[config.mk]
export PLATFORM = sky130hd
export DESIGN_NAME = spms_port
export DESIGN_NICKNAME = d
export VERILOG_FILES = /design/src/shared/spms_pkg.sv /design/src/verilog/spms_port.sv
export SDC_FILE = /design/constraint.sdc
export NUM_CORES = 1
export LEC_CHECK = 0
export ABC_CLOCK_PERIOD_IN_PS = 3300
export BUFFER_PORTS_ARGS = -buffer_cell sky130_fd_sc_hd__buf_2
export CORE_MARGIN = 2
export CORE_UTILIZATION = 30
export CTS_BUF_LIST = sky130_fd_sc_hd__clkbuf_4
export CTS_CLUSTER_DIAMETER = 30
export DETAILED_ROUTE_END_ITERATION = 6
export HOLD_SLACK_MARGIN = 0.15
export PLACE_DENSITY_LB_ADDON = 0.25
export SYNTH_ARGS = -nofsm -noshare
export SYNTH_HDL_FRONTEND = slang
export SYNTH_SLANG_ARGS = --single-unit
export TNS_END_PERCENT = 5
[constraint.sdc]
create_clock -name mclk -period 3.3 [get_ports mclk]
set_input_delay 0.66 -clock mclk [delete_from_list [all_inputs] [get_ports mclk]]
set_output_delay 0.66 -clock mclk [all_outputs]
set_load 0.005 [all_outputs]
[src/shared/spms_pkg.sv]
// Register map, field positions, reset values and rate table of the
// serial master/slave port.
// Assumes a 32-bit Avalon-MM slave with byte addresses, one word a register.
package spms_pkg;

  // Byte addresses of the registers
  localparam logic [3:0] SPMS_CTRL_OFS = 4'h0;
  localparam logic [3:0] SPMS_STAT_OFS = 4'h4;
  localparam logic [3:0] SPMS_DATA_OFS = 4'h8;
  localparam logic [3:0] SPMS_DIR_OFS  = 4'hc;

  // serial_control_reg fields
  localparam int SPMS_CTL_IE   = 7;
  localparam int SPMS_CTL_EN   = 6;
  localparam int SPMS_CTL_ORD  = 5;
  localparam int SPMS_CTL_MST  = 4;
  localparam int SPMS_CTL_CPOL = 3;
  localparam int SPMS_CTL_CPHA = 2;

  // serial_status_reg fields
  localparam int SPMS_STAT_FLAG = 7;
  localparam int SPMS_STAT_WRITE_COLLISION_FLAG = 6;
  localparam int SPMS_STAT_DBL  = 0;

  // Pin direction register fields
  localparam int SPMS_DIR_MOSI   = 0;
  localparam int SPMS_DIR_SCK    = 1;
  localparam int SPMS_DIR_MISO   = 2;
  localparam int SPMS_DIR_SS_OUT = 3;

  // Values after reset
  localparam logic [7:0] SPMS_CTL_RST = 8'h00;
  localparam logic [7:0] SPMS_DIR_RST = 8'h00;

  // Half periods of SCK in clock cycles for divisors 4, 16, 64, 128
  localparam logic [6:0] SPMS_HALF_DIV4   = 7'h02;
  localparam logic [6:0] SPMS_HALF_DIV16  = 7'h08;
  localparam logic [6:0] SPMS_HALF_DIV64  = 7'h20;
  localparam logic [6:0] SPMS_HALF_DIV128 = 7'h40;

  // SCK edges of one master byte, and bits of a byte
  localparam logic [4:0] SPMS_MST_EDGES = 5'h10;
  localparam logic [3:0] SPMS_BITS      = 4'h8;

  function automatic logic [6:0] spms_half(input logic [1:0] rate,
                                           input logic       dbl);
    logic [6:0] h;
    case (rate)
      2'h0:    h = SPMS_HALF_DIV4;
      2'h1:    h = SPMS_HALF_DIV16;
      2'h2:    h = SPMS_HALF_DIV64;
      default: h = SPMS_HALF_DIV128;
    endcase
    return dbl ? (h >> 1) : h;
  endfunction

endpackage

[src/verilog/spms_port.sv]
// Byte-wide serial master/slave port with Avalon-MM register access.
// Assumes pins are resolved outside from out/oe; all pin inputs are async.
//
// Design decisions made here: the address map and the Avalon-MM register port.
module spms_port (
  // Clock and reset
  input  wire logic        mclk,
  input  wire logic        rst,
  // Avalon-MM register slave
  input  wire logic [3:0]  avs_address,
  input  wire logic        avs_read,
  input  wire logic        avs_write,
  input  wire logic [31:0] avs_writedata,
  input  wire logic [3:0]  avs_byteenable,
  output logic      [31:0] avs_readdata,
  output logic             avs_waitrequest,
  // Serial clock pin
  input  wire logic        sck_in,
  output logic             sck_out,
  output logic             sck_oe,
  // Master out, slave in
  input  wire logic        mosi_in,
  output logic             mosi_out,
  output logic             mosi_oe,
  // Master in, slave out
  input  wire logic        miso_in,
  output logic             miso_out,
  output logic             miso_oe,
  // Slave select, input only
  input  wire logic        ss_n_in,
  // Transfer interrupt, also the wake request
  output logic             irq
);

  typedef struct packed {
    logic [7:0]  ctl;
    logic [7:0]  dir;
    logic        dbl;
    logic        flag;
    logic        write_collision_flag;
    logic        arm_flag;
    logic        arm_write_collision_flag;
    logic [7:0]  shreg;
    logic [7:0]  rxbuf;
    logic [3:0]  bitcnt;
    logic [4:0]  edges;
    logic        busy;
    logic [6:0]  divcnt;
    logic [1:0]  sck_sy;
    logic [1:0]  mosi_sy;
    logic [1:0]  miso_sy;
    logic [1:0]  ss_sy;
    logic        sck_prev;
    logic        ss_prev;
    logic        waitreq;
    logic [31:0] rdata;
    logic        irq;
    logic        sck_o;
    logic        sck_e;
    logic        dout;
    logic        mosi_e;
    logic        miso_e;
  } spms_state_t;

  spms_state_t state_reg;
  spms_state_t state_next;

  function automatic logic out_bit(input logic [7:0] sr, input logic lsb);
    return lsb ? sr[0] : sr[7];
  endfunction

  function automatic logic [7:0] shift_in(input logic [7:0] sr,
                                          input logic       b,
                                          input logic       lsb);
    return lsb ? {b, sr[7:1]} : {sr[6:0], b};
  endfunction

  always_comb begin
    spms_state_t s;
    logic        en;
    logic        mst;
    logic        cpol;
    logic        cpha;
    logic        lsb;
    logic        acc;
    logic        wr_acc;
    logic        rd_acc;
    logic        data_acc;
    logic        xfer;
    logic        edge_now;
    logic        lead;
    logic        din;
    logic [7:0]  sr_new;
    logic [31:0] rmux;
    s        = state_reg;
    en       = s.ctl[spms_pkg::SPMS_CTL_EN];
    mst      = s.ctl[spms_pkg::SPMS_CTL_MST];
    cpol     = s.ctl[spms_pkg::SPMS_CTL_CPOL];
    cpha     = s.ctl[spms_pkg::SPMS_CTL_CPHA];
    lsb      = s.ctl[spms_pkg::SPMS_CTL_ORD];
    edge_now = 1'b0;
    lead     = 1'b0;
    rmux     = 32'h00000000;
    din      = 1'b0;
    xfer     = 1'b0;
    acc      = 1'b0;
    wr_acc   = 1'b0;
    rd_acc   = 1'b0;
    data_acc = 1'b0;
    sr_new   = s.shreg;
    state_next = s;

    // Two-flop synchronisers; only stage 2, index [1], is read below
    state_next.sck_sy  = {s.sck_sy[0], sck_in};
    state_next.mosi_sy = {s.mosi_sy[0], mosi_in};
    state_next.miso_sy = {s.miso_sy[0], miso_in};
    state_next.ss_sy   = {s.ss_sy[0], ss_n_in};
    state_next.sck_prev = s.sck_sy[1];
    state_next.ss_prev  = s.ss_sy[1];
    din = mst ? s.miso_sy[1] : s.mosi_sy[1];

    // Bus slave: one wait cycle, then the accept edge
    acc    = (avs_read | avs_write) & ~s.waitreq;
    wr_acc = avs_write & acc & avs_byteenable[0];
    rd_acc = avs_read & acc;
    data_acc = (wr_acc | rd_acc) & (avs_address == spms_pkg::SPMS_DATA_OFS);
    state_next.waitreq = ~((avs_read | avs_write) & s.waitreq);
    case (avs_address)
      spms_pkg::SPMS_CTRL_OFS: rmux = {24'h000000, s.ctl};
      spms_pkg::SPMS_STAT_OFS: rmux = {24'h000000, s.flag, s.write_collision_flag,
                                       5'h00, s.dbl};
      spms_pkg::SPMS_DATA_OFS: rmux = {24'h000000, s.rxbuf};
      spms_pkg::SPMS_DIR_OFS:  rmux = {24'h000000, s.dir};
      default:                 rmux = 32'h00000000;
    endcase
    if (avs_read & s.waitreq) begin
      state_next.rdata = rmux;
    end

    // Clears come first so that any set below wins
    if (data_acc) begin
      if (s.arm_flag) state_next.flag = 1'b0;
      if (s.arm_write_collision_flag) state_next.write_collision_flag = 1'b0;
      state_next.arm_flag = 1'b0;
      state_next.arm_write_collision_flag = 1'b0;
    end
    if (rd_acc && avs_address == spms_pkg::SPMS_STAT_OFS) begin
      state_next.arm_flag = s.flag;
      state_next.arm_write_collision_flag = s.write_collision_flag;
    end
    if (wr_acc) begin
      case (avs_address)
        spms_pkg::SPMS_CTRL_OFS: state_next.ctl = avs_writedata[7:0];
        spms_pkg::SPMS_STAT_OFS:
          state_next.dbl = avs_writedata[spms_pkg::SPMS_STAT_DBL];
        spms_pkg::SPMS_DIR_OFS:  state_next.dir = avs_writedata[7:0];
        default: ;
      endcase
    end

    // Data writes: refused while a byte is moving
    xfer = s.busy | (s.bitcnt != 4'h0);
    if (wr_acc && avs_address == spms_pkg::SPMS_DATA_OFS) begin
      if (xfer) begin
        state_next.write_collision_flag = 1'b1;
      end else begin
        state_next.shreg = avs_writedata[7:0];
        sr_new = avs_writedata[7:0];
        if (en && mst) begin
          state_next.busy   = 1'b1;
          state_next.edges  = 5'h00;
          state_next.divcnt = 7'h00;
        end
      end
    end

    // Master clock generator; no edge before the write that starts it
    if (en && mst && s.busy) begin
      if (s.divcnt == spms_pkg::spms_half(s.ctl[1:0], s.dbl) - 7'h01) begin
        state_next.divcnt = 7'h00;
        state_next.sck_o  = ~s.sck_o;
        state_next.edges  = s.edges + 5'h01;
        edge_now = 1'b1;
        lead = (s.sck_o == cpol);
      end else begin
        state_next.divcnt = s.divcnt + 7'h01;
      end
    end
    // Slave follows the synchronised SCK only while selected
    if (en && !mst && !s.ss_sy[1] && (s.sck_sy[1] != s.sck_prev)) begin
      edge_now = 1'b1;
      lead = (s.sck_prev == cpol);
    end

    // Sample on one edge, present on the other
    if (edge_now) begin
      if (lead ^ cpha) begin
        sr_new = shift_in(s.shreg, din, lsb);
        state_next.shreg  = sr_new;
        state_next.bitcnt = s.bitcnt + 4'h1;
        if (!mst && s.bitcnt + 4'h1 == spms_pkg::SPMS_BITS) begin
          state_next.flag   = 1'b1;
          state_next.rxbuf  = sr_new;
          state_next.bitcnt = 4'h0;
        end
      end else begin
        state_next.dout = out_bit(s.shreg, lsb);
      end
      if (mst && s.edges + 5'h01 == spms_pkg::SPMS_MST_EDGES) begin
        state_next.busy   = 1'b0;
        state_next.flag   = 1'b1;
        state_next.rxbuf  = sr_new;
        state_next.bitcnt = 4'h0;
      end
    end else if (s.bitcnt == 4'h0 && !(s.busy && s.edges != 5'h00)) begin
      state_next.dout = out_bit(sr_new, lsb);
    end

    if (!s.busy) begin
      state_next.sck_o = cpol;
    end

    // Deselect resets the slave mid-byte
    if (en && !mst && s.ss_sy[1] && !s.ss_prev) begin
      state_next.bitcnt = 4'h0;
      if (s.bitcnt != 4'h0) state_next.shreg = 8'h00;
    end
    // Another master pulls select low
    if (en && mst && !s.dir[spms_pkg::SPMS_DIR_SS_OUT] && !s.ss_sy[1]) begin
      state_next.ctl[spms_pkg::SPMS_CTL_MST] = 1'b0;
      state_next.flag   = 1'b1;
      state_next.busy   = 1'b0;
      state_next.bitcnt = 4'h0;
      state_next.sck_o  = cpol;
    end
    if (!en) begin
      state_next.busy   = 1'b0;
      state_next.bitcnt = 4'h0;
    end

    // Pin overrides; the select pin is never driven here
    state_next.mosi_e = en & mst & s.dir[spms_pkg::SPMS_DIR_MOSI];
    state_next.sck_e  = en & mst & s.dir[spms_pkg::SPMS_DIR_SCK];
    state_next.miso_e = en & ~mst & s.dir[spms_pkg::SPMS_DIR_MISO]
                        & ~s.ss_sy[1];
    state_next.irq = state_next.flag
                     & state_next.ctl[spms_pkg::SPMS_CTL_IE];
  end

  always_ff @(posedge mclk) begin
    if (rst) begin
      state_reg          <= '0;
      state_reg.ctl      <= spms_pkg::SPMS_CTL_RST;
      state_reg.dir      <= spms_pkg::SPMS_DIR_RST;
      state_reg.sck_sy   <= 2'h3;
      state_reg.ss_sy    <= 2'h3;
      state_reg.sck_prev <= 1'b1;
      state_reg.ss_prev  <= 1'b1;
      state_reg.waitreq  <= 1'b1;
    end else begin
      state_reg <= state_next;
    end
  end

  assign avs_readdata    = state_reg.rdata;
  assign avs_waitrequest = state_reg.waitreq;
  assign sck_out         = state_reg.sck_o;
  assign sck_oe          = state_reg.sck_e;
  assign mosi_out        = state_reg.dout;
  assign mosi_oe         = state_reg.mosi_e;
  assign miso_out        = state_reg.dout;
  assign miso_oe         = state_reg.miso_e;
  assign irq             = state_reg.irq;

  // Checks
  logic [7:0] tog_cnt;
  logic       data_wr_acc;
  always_ff @(posedge mclk) begin
    if (rst || !state_reg.busy || state_reg.sck_o != state_next.sck_o) begin
      tog_cnt <= 8'h00;
    end else begin
      tog_cnt <= tog_cnt + 8'h01;
    end
  end
  assign data_wr_acc = avs_write & ~state_reg.waitreq & avs_byteenable[0]
                       & (avs_address == spms_pkg::SPMS_DATA_OFS);
endmodule // spms_port

# --- Yosys cells after proc, flatten, opt, wreduce, memory -nomap -nowiden ---
# Cells that the tools add are included.
word_totals:
  regBits: 103
  output_inout_bits: 40
  wordCells: 168
op_classes:
  add_sub_neg: 4
  n_eq_ne: 15
  muxes: 54
  n_bitwise: 24
  reduce_logical: 42
ops:
  columns: ["cell", "n"]
  rows:
  - ["8-bit 2-to-1 mux", 8]
  - ["20-bit 2-to-1 mux", 2]
  - ["13-bit 2-to-1 mux", 3]
  - ["8-bit one-hot mux with 4 select lines", 1]
  - ["1-bit 2-to-1 mux", 28]
  - ["7-bit 2-to-1 mux", 4]
  - ["12-bit 2-to-1 mux", 2]
  - ["7-bit one-hot mux with 3 select lines", 1]
  - ["17-bit 2-to-1 mux", 1]
  - ["1-bit logical AND", 15]
  - ["1-bit AND", 14]
  - ["4-bit == test, second input constant", 3]
  - ["2-bit AND reduction", 6]
  - ["2-bit nonzero test", 6]
  - ["5-bit 2-to-1 mux", 2]
  - ["4-bit zero test", 2]
  - ["7-bit by 1-bit adder with 7-bit output, second input constant", 1]
  - ["7-bit == test", 1]
  - ["7-bit by 1-bit subtractor with 7-bit output, second input constant", 1]
  - ["3-bit by 1-bit != test with 1-bit output, second input constant", 2]
  - ["1-bit NOT", 6]
  - ["3-bit AND reduction", 2]
  - ["5-bit by 1-bit adder with 5-bit output, second input constant", 1]
  - ["5-bit == test, second input constant", 1]
  - ["19 further kinds", 26]

# --- Depth between registers and ports, before layout ---
# Gate-level depths: netlist of the first run.
logic_depth:
  ltp_word: 15
  ltp_mapped: 10
  mapped_depth_nobuf: 9

# --- Worst setup path before layout of the first run ---
# OpenSTA, ideal clock, no wires.
synth_timing:
  path_kind: "input -> register"
  start: "input avs_address[2]"
  end: "register state_reg (netlist bit miso_out)"
  arrival_ps: 2414
  required_time_ps: 3185
  slack_ps: 771
  stages: 9
  n_path_buf: 2
  path_cell_list: "clkbuf_1 -> nor2b_1 -> nand3_1 -> nand2b_1 -> clkbuf_1 -> mux2i_1 -> mux2i_1 -> o311ai_0 -> o21ba_2"
synth_between:
  elab_chain_len: 6
synth_lines:
  columns: ["item", "line", "rtl"]
  rows:
  - ["from (decl)", "spms_port.sv:10", "input wire logic [3:0] avs_address,"]
  - ["4-bit == test", "spms_port.sv:163", "if (wr_acc && avs_address == spms_pkg::SPMS_DATA_OFS) begin"]
  - ["1-bit logical AND", "spms_port.sv:163", null]
  - ["8-bit 2-to-1 mux", "spms_port.sv:163", null]
  - ["1-bit 2-to-1 mux", "spms_port.sv:69", "return lsb ? sr[0] : sr[7];"]
  - ["1-bit 2-to-1 mux", "spms_port.sv:215", "end else if (s.bitcnt == 4'h0 && !(s.busy && s.edges != 5'h00)) begin"]
  - ["1-bit 2-to-1 mux", "spms_port.sv:196", "if (edge_now) begin"]
  - ["to (signal assigned)", "spms_port.sv:261", "state_reg <= state_next;"]
  - ["to (decl)", "spms_port.sv:65", "spms_state_t state_reg;"]
# No other way between the ends. The select of a mux whose other input is x is not followed.
# A chain may end at the register's enable or synchronous reset.

# --- Final worst setup path of the first run ---
layout_timing:
  start: "register state_reg[53] (netlist name)"
  end: "register state_reg[68] (netlist name)"
layout_between:
  elab_chain_len: 7
  word_cells_on_any_way: 12
layout_lines:
  columns: ["item", "line", "rtl"]
  rows:
  - ["7-bit == test (*)", "spms_port.sv:179", "if (s.divcnt == spms_pkg::spms_half(s.ctl[1:0], s.dbl) - 7'h01) begin"]
  - ["1-bit 2-to-1 mux", "spms_port.sv:179", null]
  - ["1-bit 2-to-1 mux", "spms_port.sv:178", "if (en && mst && s.busy) begin"]
  - ["1-bit 2-to-1 mux", "spms_port.sv:190", "if (en && !mst && !s.ss_sy[1] && (s.sck_sy[1] != s.sck_prev)) begin"]
  - ["1-bit bitwise XOR", "spms_port.sv:197", "if (lead ^ cpha) begin"]
  - ["2-bit nonzero test (no source line) / 8-bit 2-to-1 mux (equally long branches)", null, null]
  - ["3-bit AND reduction (no source line) / 12-bit 2-to-1 mux (equally long branches)", null, null]
# Every way passes the cells marked *; elsewhere a longest branch is shown, timed or not.

==> results, run 1 <==
- The clock network is responsible for between 30 and 40% of the overall power.
- After routing, the total negative slack on setup checks comes to 0 ns.
- The worst register-to-register path has a depth of 7.
- After synthesis, the cell types taking the most area are sky130_fd_sc_hd__dfxtp_1 37%, sky130_fd_sc_hd__mux2i_1 8.5%, sky130_fd_sc_hd__buf_4 6.0%, sky130_fd_sc_hd__nor2_1 3.9%, sky130_fd_sc_hd__nand3_1 3.4%.
- The run finished with clean final reports.
- The switching part of the total is approximately 25%.
- Across the VDD grid, the largest voltage drop is about 170 uV.
- The clock tree synthesis step divided the H-tree into 3 levels.
- In this run, distinct cell masters in the synthesized netlist total 67.
- The worst setup path endpoint is state_reg[68].
- The max-slew violation count is 0.
- In the final layout, flip-flops and latches occupy between 0.0015 and 0.002 sq mm.
- The min-delay analysis places its worst path in the category input pin to register.
- The net count of the finished layout is 567.
- Summing every instance area after synthesis gives ~0.0042 sq mm.
- The portion of the post-synthesis area used by sequential elements is a little under two fifths.
- The total power of the final layout is around 1.8 mW.
- The clock reaches the later pin of the worst-skew pair after about 0.46 ns.
- The kind of cell adding the most delay to the critical path is compound AO/OA/AOI/OAI gates.
- The largest total area in the synthesized netlist belongs to sky130_fd_sc_hd__dfxtp_1.
- After clock tree synthesis, the clock-pin slew on the worst setup and hold paths is between 0.1 and 0.15 ns.
- The number of flip-flops under the largest register name is a little under 60.
- Setup repair after global routing left no endpoint under its margin.
- The analysis attributes to net switching a power of around 440 uW.
- In this run, the combinational gates consume roughly 5.0% of the power.
- The portion of the clock cycle consumed by the worst path in the final layout is about 92%.
- The signal on the critical path passes through a21boi_1, a2111oi_2, a211oi_1, or4_1, a221oi_4, o211ai_4, o21ai_1.
- The critical path runs through a total of 7 cells.
- The global-route wire length before repair is between 15 and 20 mm.
- The top cell type by area accounts for a little under two fifths of the synthesized area.
- The iteration count of the initial detailed-routing pass is 4.
- The endpoint required time on the critical path is 3.70 ns.
- The startpoint of the worst setup timing path is state_reg[53].
- The startpoint identified for the worst register-to-register timing path is state_reg[53].
- Timing would allow up to roughly 0.33 GHz.
- The signal arrival time at the worst endpoint is roughly 3.4 ns.
- The number of clock sinks is 79.
- Buffers placed on the I/O ports in this run total 36.
- In this run the most critical hold path is launched from sck_in.
- The antenna violation net count after detailed routing is 0.
- The number of antenna violations at the first check in global routing is 0.
- The detail-routed via count per cell is 5.07.
- The area growth from synthesis to layout is 10.3%.
- For this block, the routed nets add up to 10.5 mm of wire.
- The placeable core area is about 0.014 sq mm.
- The number of setup buffers added after CTS is 0.
- Across the routed clock network, the largest skew measured is between 0.03 and 0.04 ns.
- The total number of vias is between 3000 and 4000.
- Of the cells placed in the final design, the portion with a size suffix greater than 1 is a little under a fifth.
- The sequential share of power is roughly 55%.
- Among all flip-flop cells after synthesis, the most frequent one is sky130_fd_sc_hd__dfxtp_1.
- The worst setup path is launched from a register.
- The synthesized design contains 0 enable-type register cells.
- Counting instances in the post-synthesis netlist gives the leading cell types as 79 x sky130_fd_sc_hd__dfxtp_1, 44 x sky130_fd_sc_hd__nor2_1, 36 x sky130_fd_sc_hd__mux2i_1, 34 x sky130_fd_sc_hd__buf_4, 32 x sky130_fd_sc_hd__nand2_1.
- In this run, the number of DRC markers left after iteration 0 of detailed routing was between 200 and 300.
- TritonCTS built the clock tree.
- The overall routing resource usage is between 10% and 20%.
- The area enclosed by the die boundary is 0.0150 sq mm.
- The final RePlAce weighted congestion is 0.767.
- The internal portion of the total power is 1.31 mW.
- The x dimension of the die is between 100 and 150 um.
- The via count of the first global-routing pass is 3333.
- Along the worst path, the maximum fanout reaches 10.
- The global route total overflow is 0.
- The count of synthesis-stage warnings from yosys is 0.
- The slew at the pin with the worst max-slew slack is roughly 0.77 ns.
- Post-CTS repair changed the size of 0 cells.
- The clock passes through at most 2 buffers.
- The worst setup path is of the register to register kind.
- The leakage power summed over all cells is approximately 1.7 nW.
- Cells fill about 34% of the core in the end.
- The minimum clock period is approximately 3 ns.
- The worst register-to-register path has a setup slack of roughly 0.27 ns.
- The async set or reset register ratio after synthesis is 0%.
- Counting the fill cells in the layout gives 1452.
- The cell chosen for the clock root is sky130_fd_sc_hd__clkbuf_4.
- The dominant cell by count in the synthesized netlist is sky130_fd_sc_hd__dfxtp_1.
- In this run the vertical extent of the chip is 123 um.
- The final-report hold violation count is 0.
- The slowest stage of the critical path belongs to the cell sky130_fd_sc_hd__or4_1.
- Dividing the detail-routed wire length by the instance count gives roughly 15 um.
- The power density of the placed cells is roughly 380 mW/mm^2.
- The antenna diode count is 0.
- The number of max-capacitance violations reported is 0.
- The TritonCTS buffer count is 9.
- STA classifies the critical path endpoint as a register.
- For this design, the CTS-stage hold fixing added 0 buffers.
- After floorplanning, the core was divided into 43 placement rows.
- On the worst path, the slowest cell contributes a delay of approximately 0.7 ns.
- The total of flip-flops plus latches after synthesis is 79.
- The worst pin sits at a relative slew slack of between 40% and 50%.
- The count of unresolved DRC violations after routing is 0.
- The multi-input combinational cells in the finished layout cover a total of 0.00232 sq mm.
- Detailed placement ended at an HPWL of ~7.8 mm.
- For this configuration, the core starts out at a cell density of between 30% and 40%.
- The capture instance of the worst register-to-register path is state_reg[68].
- Entering global routing, the biggest net connects roughly 60 pins.
- The critical path buffer and inverter count is 0.
- The count of endpoints failing setup in the final report is 0.
- After technology mapping, the gate count stands at between 400 and 500.
- A synthesized cell averages 8.73 sq um.
- 88 I/O pins were placed.
[per-layer routing]
layer  wire length [um]  share of wire, %  global-route usage (%)  vias up
met5                  0                 0                       0        -
met4                124               1.2                    3.95        0
met3                696               6.6                    4.28        9
met2               4870                46                    23.9       99
met1               4820                46                    19.6     1684
li1                   -                 -                       -     1748
[worst register-to-register path, cell delays in order (launching register included)]
cell and delay (ns):
sky130_fd_sc_hd__dfxtp_1 0.53, sky130_fd_sc_hd__a21boi_1 0.14, sky130_fd_sc_hd__a2111oi_2 0.30, sky130_fd_sc_hd__a211oi_1 0.15, sky130_fd_sc_hd__or4_1 0.71, sky130_fd_sc_hd__a221oi_4 0.71
sky130_fd_sc_hd__o211ai_4 0.26, sky130_fd_sc_hd__o21ai_1 0.19
[cells in the final DEF (no fill, tap or decap), types with 3 or more instances in the layout]
| master | Yosys | final |
|---|---|---|
| sky130_fd_sc_hd__dfxtp_1 | 79 | 79 |
| sky130_fd_sc_hd__nor2_1 | 44 | 44 |
| sky130_fd_sc_hd__mux2i_1 | 36 | 36 |
| sky130_fd_sc_hd__buf_2 | 1 | 36 |
| sky130_fd_sc_hd__nand2_1 | 32 | 32 |
| sky130_fd_sc_hd__nand3_1 | 29 | 29 |
| sky130_fd_sc_hd__a21oi_1 | 25 | 25 |
| sky130_fd_sc_hd__conb_1 | 1 | 24 |
| sky130_fd_sc_hd__inv_1 | 17 | 17 |
| sky130_fd_sc_hd__buf_4 | 34 | 13 |
| sky130_fd_sc_hd__nor3_1 | 10 | 10 |
| sky130_fd_sc_hd__o21ai_0 | 10 | 10 |
| sky130_fd_sc_hd__clkbuf_4 | 0 | 10 |
| sky130_fd_sc_hd__or2_2 | 9 | 9 |
| sky130_fd_sc_hd__mux2_2 | 8 | 8 |
| sky130_fd_sc_hd__a22oi_1 | 7 | 7 |
| sky130_fd_sc_hd__nor2b_1 | 7 | 7 |
| sky130_fd_sc_hd__nand2b_1 | 7 | 7 |
| sky130_fd_sc_hd__and3_1 | 7 | 7 |
| sky130_fd_sc_hd__o32a_1 | 7 | 7 |
| sky130_fd_sc_hd__o21ai_1 | 7 | 7 |
| sky130_fd_sc_hd__a311oi_1 | 6 | 6 |
| sky130_fd_sc_hd__ha_1 | 6 | 6 |
| sky130_fd_sc_hd__a211oi_1 | 5 | 5 |
| sky130_fd_sc_hd__nand4_1 | 4 | 4 |
| sky130_fd_sc_hd__xor2_1 | 4 | 4 |
| sky130_fd_sc_hd__xnor2_1 | 4 | 4 |
| sky130_fd_sc_hd__nor3b_1 | 3 | 3 |
| sky130_fd_sc_hd__and2b_1 | 3 | 3 |
| sky130_fd_sc_hd__o2bb2ai_1 | 3 | 3 |
[cell type report]
type | instances | share of cell area [%]
multi-input cells | 355 | 49.8
flip-flops and latches | 79 | 33.9
repair buffers | 50 | 6.39
well taps | 180 | 4.83
clock inverters | 6 | 2.01
clock buffers | 10 | 1.61
inverters | 18 | 1.45
[power by group through the flow]
stage               Sequential, mW  Combinational [mW]  Clock (mW)
floorplan                    0.987              0.0727           0
global placement             0.989              0.0875           0
detailed placement           0.989              0.0886           0
CTS                          0.968              0.0889       0.721
global route                 0.970              0.0990       0.763
finish                       0.968              0.0883       0.697
[worst min-delay path by stage]
stage	depth (start not counted)	slack, ns	to
after floorplan	1	0.39	state_next[39]
after CTS	2	0.36	state_next[48]
after global placement	1	0.39	state_next[40]
after global routing	2	0.36	state_next[48]
final	2	0.40	state_next[48]
after detailed placement	1	0.40	state_next[40]
[kinds of logic (layout without fill, tap and decap cells)]
| kind of cell | Yosys count | in the layout | share of synthesized area (%) |
|---|---|---|---|
| AO/OA/AOI/OAI | 100 | 100 | 17.4 |
| XOR/XNOR | 8 | 8 | 1.66 |
| adder cells (fa/ha/maj) | 6 | 6 | 1.78 |
| buffers and inverters | 73 | 84 | 9.71 |
| flip-flops | 79 | 79 | 37.4 |
| multiplexers | 45 | 45 | 11.2 |
| other | 1 | 24 | 0.0888 |
| AND/OR/NAND/NOR | 172 | 172 | 20.8 |
[per-stage QoR]
| stage | area (sq um) | hold WS (ns) | setup slack, ns | cells |
|---|---|---|---|---|
| final | 4660 | 0.403 | 0.269 | 698 |
| after global routing | 4660 | 0.358 | 0.0398 | 698 |
| after CTS | 4660 | 0.364 | 0.288 | 698 |
| after detailed placement | 4490 | 0.396 | 0.307 | 682 |
| after global placement | 4490 | 0.392 | 0.370 | 682 |
| after floorplan | 4310 | 0.389 | 0.771 | 507 |
Note: power is estimated with default switching activity, not from simulation.
==> run 2: changes to the inputs <==
--- a/config.mk
+++ b/config.mk
@@ -5,11 +5,9 @@
 export SDC_FILE = /design/constraint.sdc
 export NUM_CORES = 1
 export LEC_CHECK = 0
-export ABC_CLOCK_PERIOD_IN_PS = 3300
 export BUFFER_PORTS_ARGS = -buffer_cell sky130_fd_sc_hd__buf_2
 export CORE_MARGIN = 2
 export CORE_UTILIZATION = 30
-export CTS_BUF_LIST = sky130_fd_sc_hd__clkbuf_4
 export CTS_CLUSTER_DIAMETER = 30
 export DETAILED_ROUTE_END_ITERATION = 6
 export HOLD_SLACK_MARGIN = 0.15
==> results, run 2 (synthesis results as in run 1) <==
- Headroom to the max-slew limit came out at a little under half.
- The critical register-to-register path startpoint is state_reg[53].
- In this run the clock root is driven by a sky130_fd_sc_hd__clkbuf_16.
- The logic depth of the worst setup path including buffers is 8.
- Entering global routing, the biggest net connects 61 pins.
- The first global-routing pass estimated around 17 mm of wire.
- The reg2reg setup slack is between 0.2 and 0.3 ns.
- The number of setup buffers added after CTS is 0.
- The global route total overflow is 0.
- The slew at the pin with the worst max-slew slack is about 0.8 ns.
- The top cell types in the final layout, fill and taps aside, are 79 x sky130_fd_sc_hd__dfxtp_1, 44 x sky130_fd_sc_hd__nor2_1, 36 x sky130_fd_sc_hd__mux2i_1, 36 x sky130_fd_sc_hd__buf_2, 32 x sky130_fd_sc_hd__nand2_1.
- The count of endpoints failing setup in the final report is 0.
- The minimum clock period is roughly 3.0 ns.
- Detailed placement ended at an HPWL of 7.75 mm.
- The tool flagged a number of max-cap violations equal to 0.
- The worst slack after detailed placement is roughly 0.31 ns.
- The flow ran to the end, and the final reports show no timing, DRC or antenna violations.
- The signal arrival time at the worst endpoint is between 3 and 4 ns.
- The wire length after detailed routing is between 10 and 15 mm.
- Together, buffers and inverters on the worst path number 1.
- The maximum VDD drop is 289 uV.
- For this run, the slowest stage of the critical path takes between 0.7 and 0.8 ns.
- The repair_antennas step left the layout with diodes totalling 0.
- The capture instance of the worst register-to-register path is irq.
- The clock transition at the registers of the reported paths is about 0.070 ns.
- The finished cells cover 0.00481 sq mm.
- The maximum count of clock buffers along a single path is 2.
- In this run the worst path has a maximum fanout of 10.
- Dividing the detail-routed via count by the number of cells gives between 5 and 6.
- At the end of routability-driven placement, the weighted congestion stood at around 0.77.
- For this configuration, the core starts out at a cell density of a little under a third.
- The nature of the critical path startpoint is a register.
- The min-delay analysis places its worst path in the category register to register.
- The number of hold buffers added after CTS was 0.
- The number of antenna violations at the first check in global routing is 0.
- TritonCTS built the clock tree.
- The most repeated library cell on the critical path is sky130_fd_sc_hd__a211oi_1.
- The kind of cell adding the most delay to the critical path is compound AO/OA/AOI/OAI gates.
- For this design the static power due to leakage is roughly 1.8 nW.
- The minimum setup slack in the final design is about 0.27 ns.
- The number of clock sinks is 79.
- The endpoint required time on the critical path is between 3 and 4 ns.
- Once layout is complete, the utilization of the core stands at between 30% and 40%.
- The worst setup path endpoint is irq.
- The x dimension of the die is 123 um.
- Setup repair after global routing left no endpoint under its margin.
- The type of the worst setup path is register to register.
- The standard cell area after detailed placement is 0.00449 sq mm.
- The startpoint of the worst setup timing path is state_reg[53].
- The iteration count of the initial detailed-routing pass is 5.
- The leading cell type in the layout, fill and taps excluded is sky130_fd_sc_hd__dfxtp_1.
- The power density of the placed cells is 445 mW/mm^2.
- After layout, the worst path uses 91.7% of the clock period.
- The count of placed standard cells including taps is 682.
- Of the cells placed in the final design, the portion with a size suffix greater than 1 is between 10% and 20%.
- After the first detailed-routing iteration, the DRC count stood at between 200 and 250.
- The register with the most flip-flops in the layout has 58 of them.
- The fmax is between 0.3 and 0.4 GHz.
- The number of resized instances in the post-cts repair step is 0.
- The clock reaches the later pin of the worst-skew pair after 0.35 ns.
- Port buffering added 36 buffers.
- The row count is 43.
- The TritonCTS buffer count is 9.
- The number of standard cells in the final layout excluding fillers is about 700.
- The highest-delay cell along the critical path is sky130_fd_sc_hd__or4_1.
- The final-report hold violation count is 0.
- The worst setup path is captured at a register.
- The die span in y is between 100 and 150 um.
- The via count of the first global-routing pass came to roughly 3300.
- The depth of the worst register-to-register path is 8.
- The number of top-level pins is 88.
- The antenna violation net count after detailed routing is 0.
- The total number of vias is about 3500.
- The H-tree generated during clock tree synthesis spans 3 levels.
- The routed length per instance is about 15 um.
- Compared with the post-synthesis result, the final layout area differs by 13.9%.
- The count of unresolved DRC violations after routing is 0.
- After floorplanning, the core was sized to cover between 0.01 and 0.015 sq mm.
- The critical path goes through a21boi_1, a2111oi_2, a211oi_1, or4_1, a221oi_4, buf_4, a211oi_1, nor3_1.
- For the final routed database, the setup TNS stands at 0 ns.
- The clock skew is 0.0131 ns.
- The overall routing resource usage is roughly 15%.
- The die covers between 0.015 and 0.02 sq mm.
- The max-slew violation count was 0.
- The net count of the finished layout is 567.
- The number of inserted filler cells in the final layout is ~1400.
## run 2: cell count changes in the layout (fill, tap and decap cells not counted)
cell                        before  now
sky130_fd_sc_hd__clkbuf_4       10    0
sky130_fd_sc_hd__clkbuf_16       0    9
sky130_fd_sc_hd__clkbuf_1        0    1
## run 2: routing by layer
| layer | vias up | GRT usage, % | wire length (um) |
|---|---|---|---|
| met1 | 1687 | 19.6 | 4880 |
| li1 | 1746 | - | - |
| met3 | 8 | 3.86 | 589 |
| met5 | - | 0 | 0 |
| met2 | 86 | 23.9 | 4940 |
| met4 | 0 | 4.45 | 120 |
## run 2: how the worst min path moves through the flow
stage	start	to	slack, ns	cells after the start
after global routing	state_next[42]	state_next[39]	0.43	1
after CTS	state_next[48]	state_next[40]	0.41	1
after detailed placement	state_next[48]	state_next[40]	0.40	1
after floorplan	state_next[42]	state_next[39]	0.39	1
final	state_next[48]	state_next[40]	0.41	1
after global placement	state_next[48]	state_next[40]	0.39	1
## run 2: per-stage QoR
stage                     power (mW)  hold WS [ns]
after floorplan                 1.06         0.389
after global placement          1.08         0.392
after detailed placement        1.08         0.396
after CTS                       2.17         0.409
after global routing            2.23         0.425
final                           2.14         0.409
## run 2: cell type report
class | instances | area [sq um] | area share (%)
clock buffers | 10 | 229 | 4.76
clock inverters | 6 | 93.8 | 1.95
inverters | 18 | 67.6 | 1.40
multi-input cells | 355 | 2320 | 48.2
flip-flops and latches | 79 | 1580 | 32.8
well taps | 180 | 225 | 4.68
repair buffers | 50 | 298 | 6.19
## run 2: worst register-to-register path: stages (launching register included)
cell and delay, ns:
sky130_fd_sc_hd__dfxtp_1 0.51, sky130_fd_sc_hd__a21boi_1 0.14, sky130_fd_sc_hd__a2111oi_2 0.30, sky130_fd_sc_hd__a211oi_1 0.15
sky130_fd_sc_hd__or4_1 0.71, sky130_fd_sc_hd__a221oi_4 0.70, sky130_fd_sc_hd__buf_4 0.22, sky130_fd_sc_hd__a211oi_1 0.05
sky130_fd_sc_hd__nor3_1 0.17
## run 2: power by group
group          internal (mW)  leakage, nW  switching [mW]
Combinational         0.0296         1.02          0.0583
Clock                  0.668        0.153           0.420
Sequential             0.962        0.639         0.00559
Total                   1.66         1.81           0.484
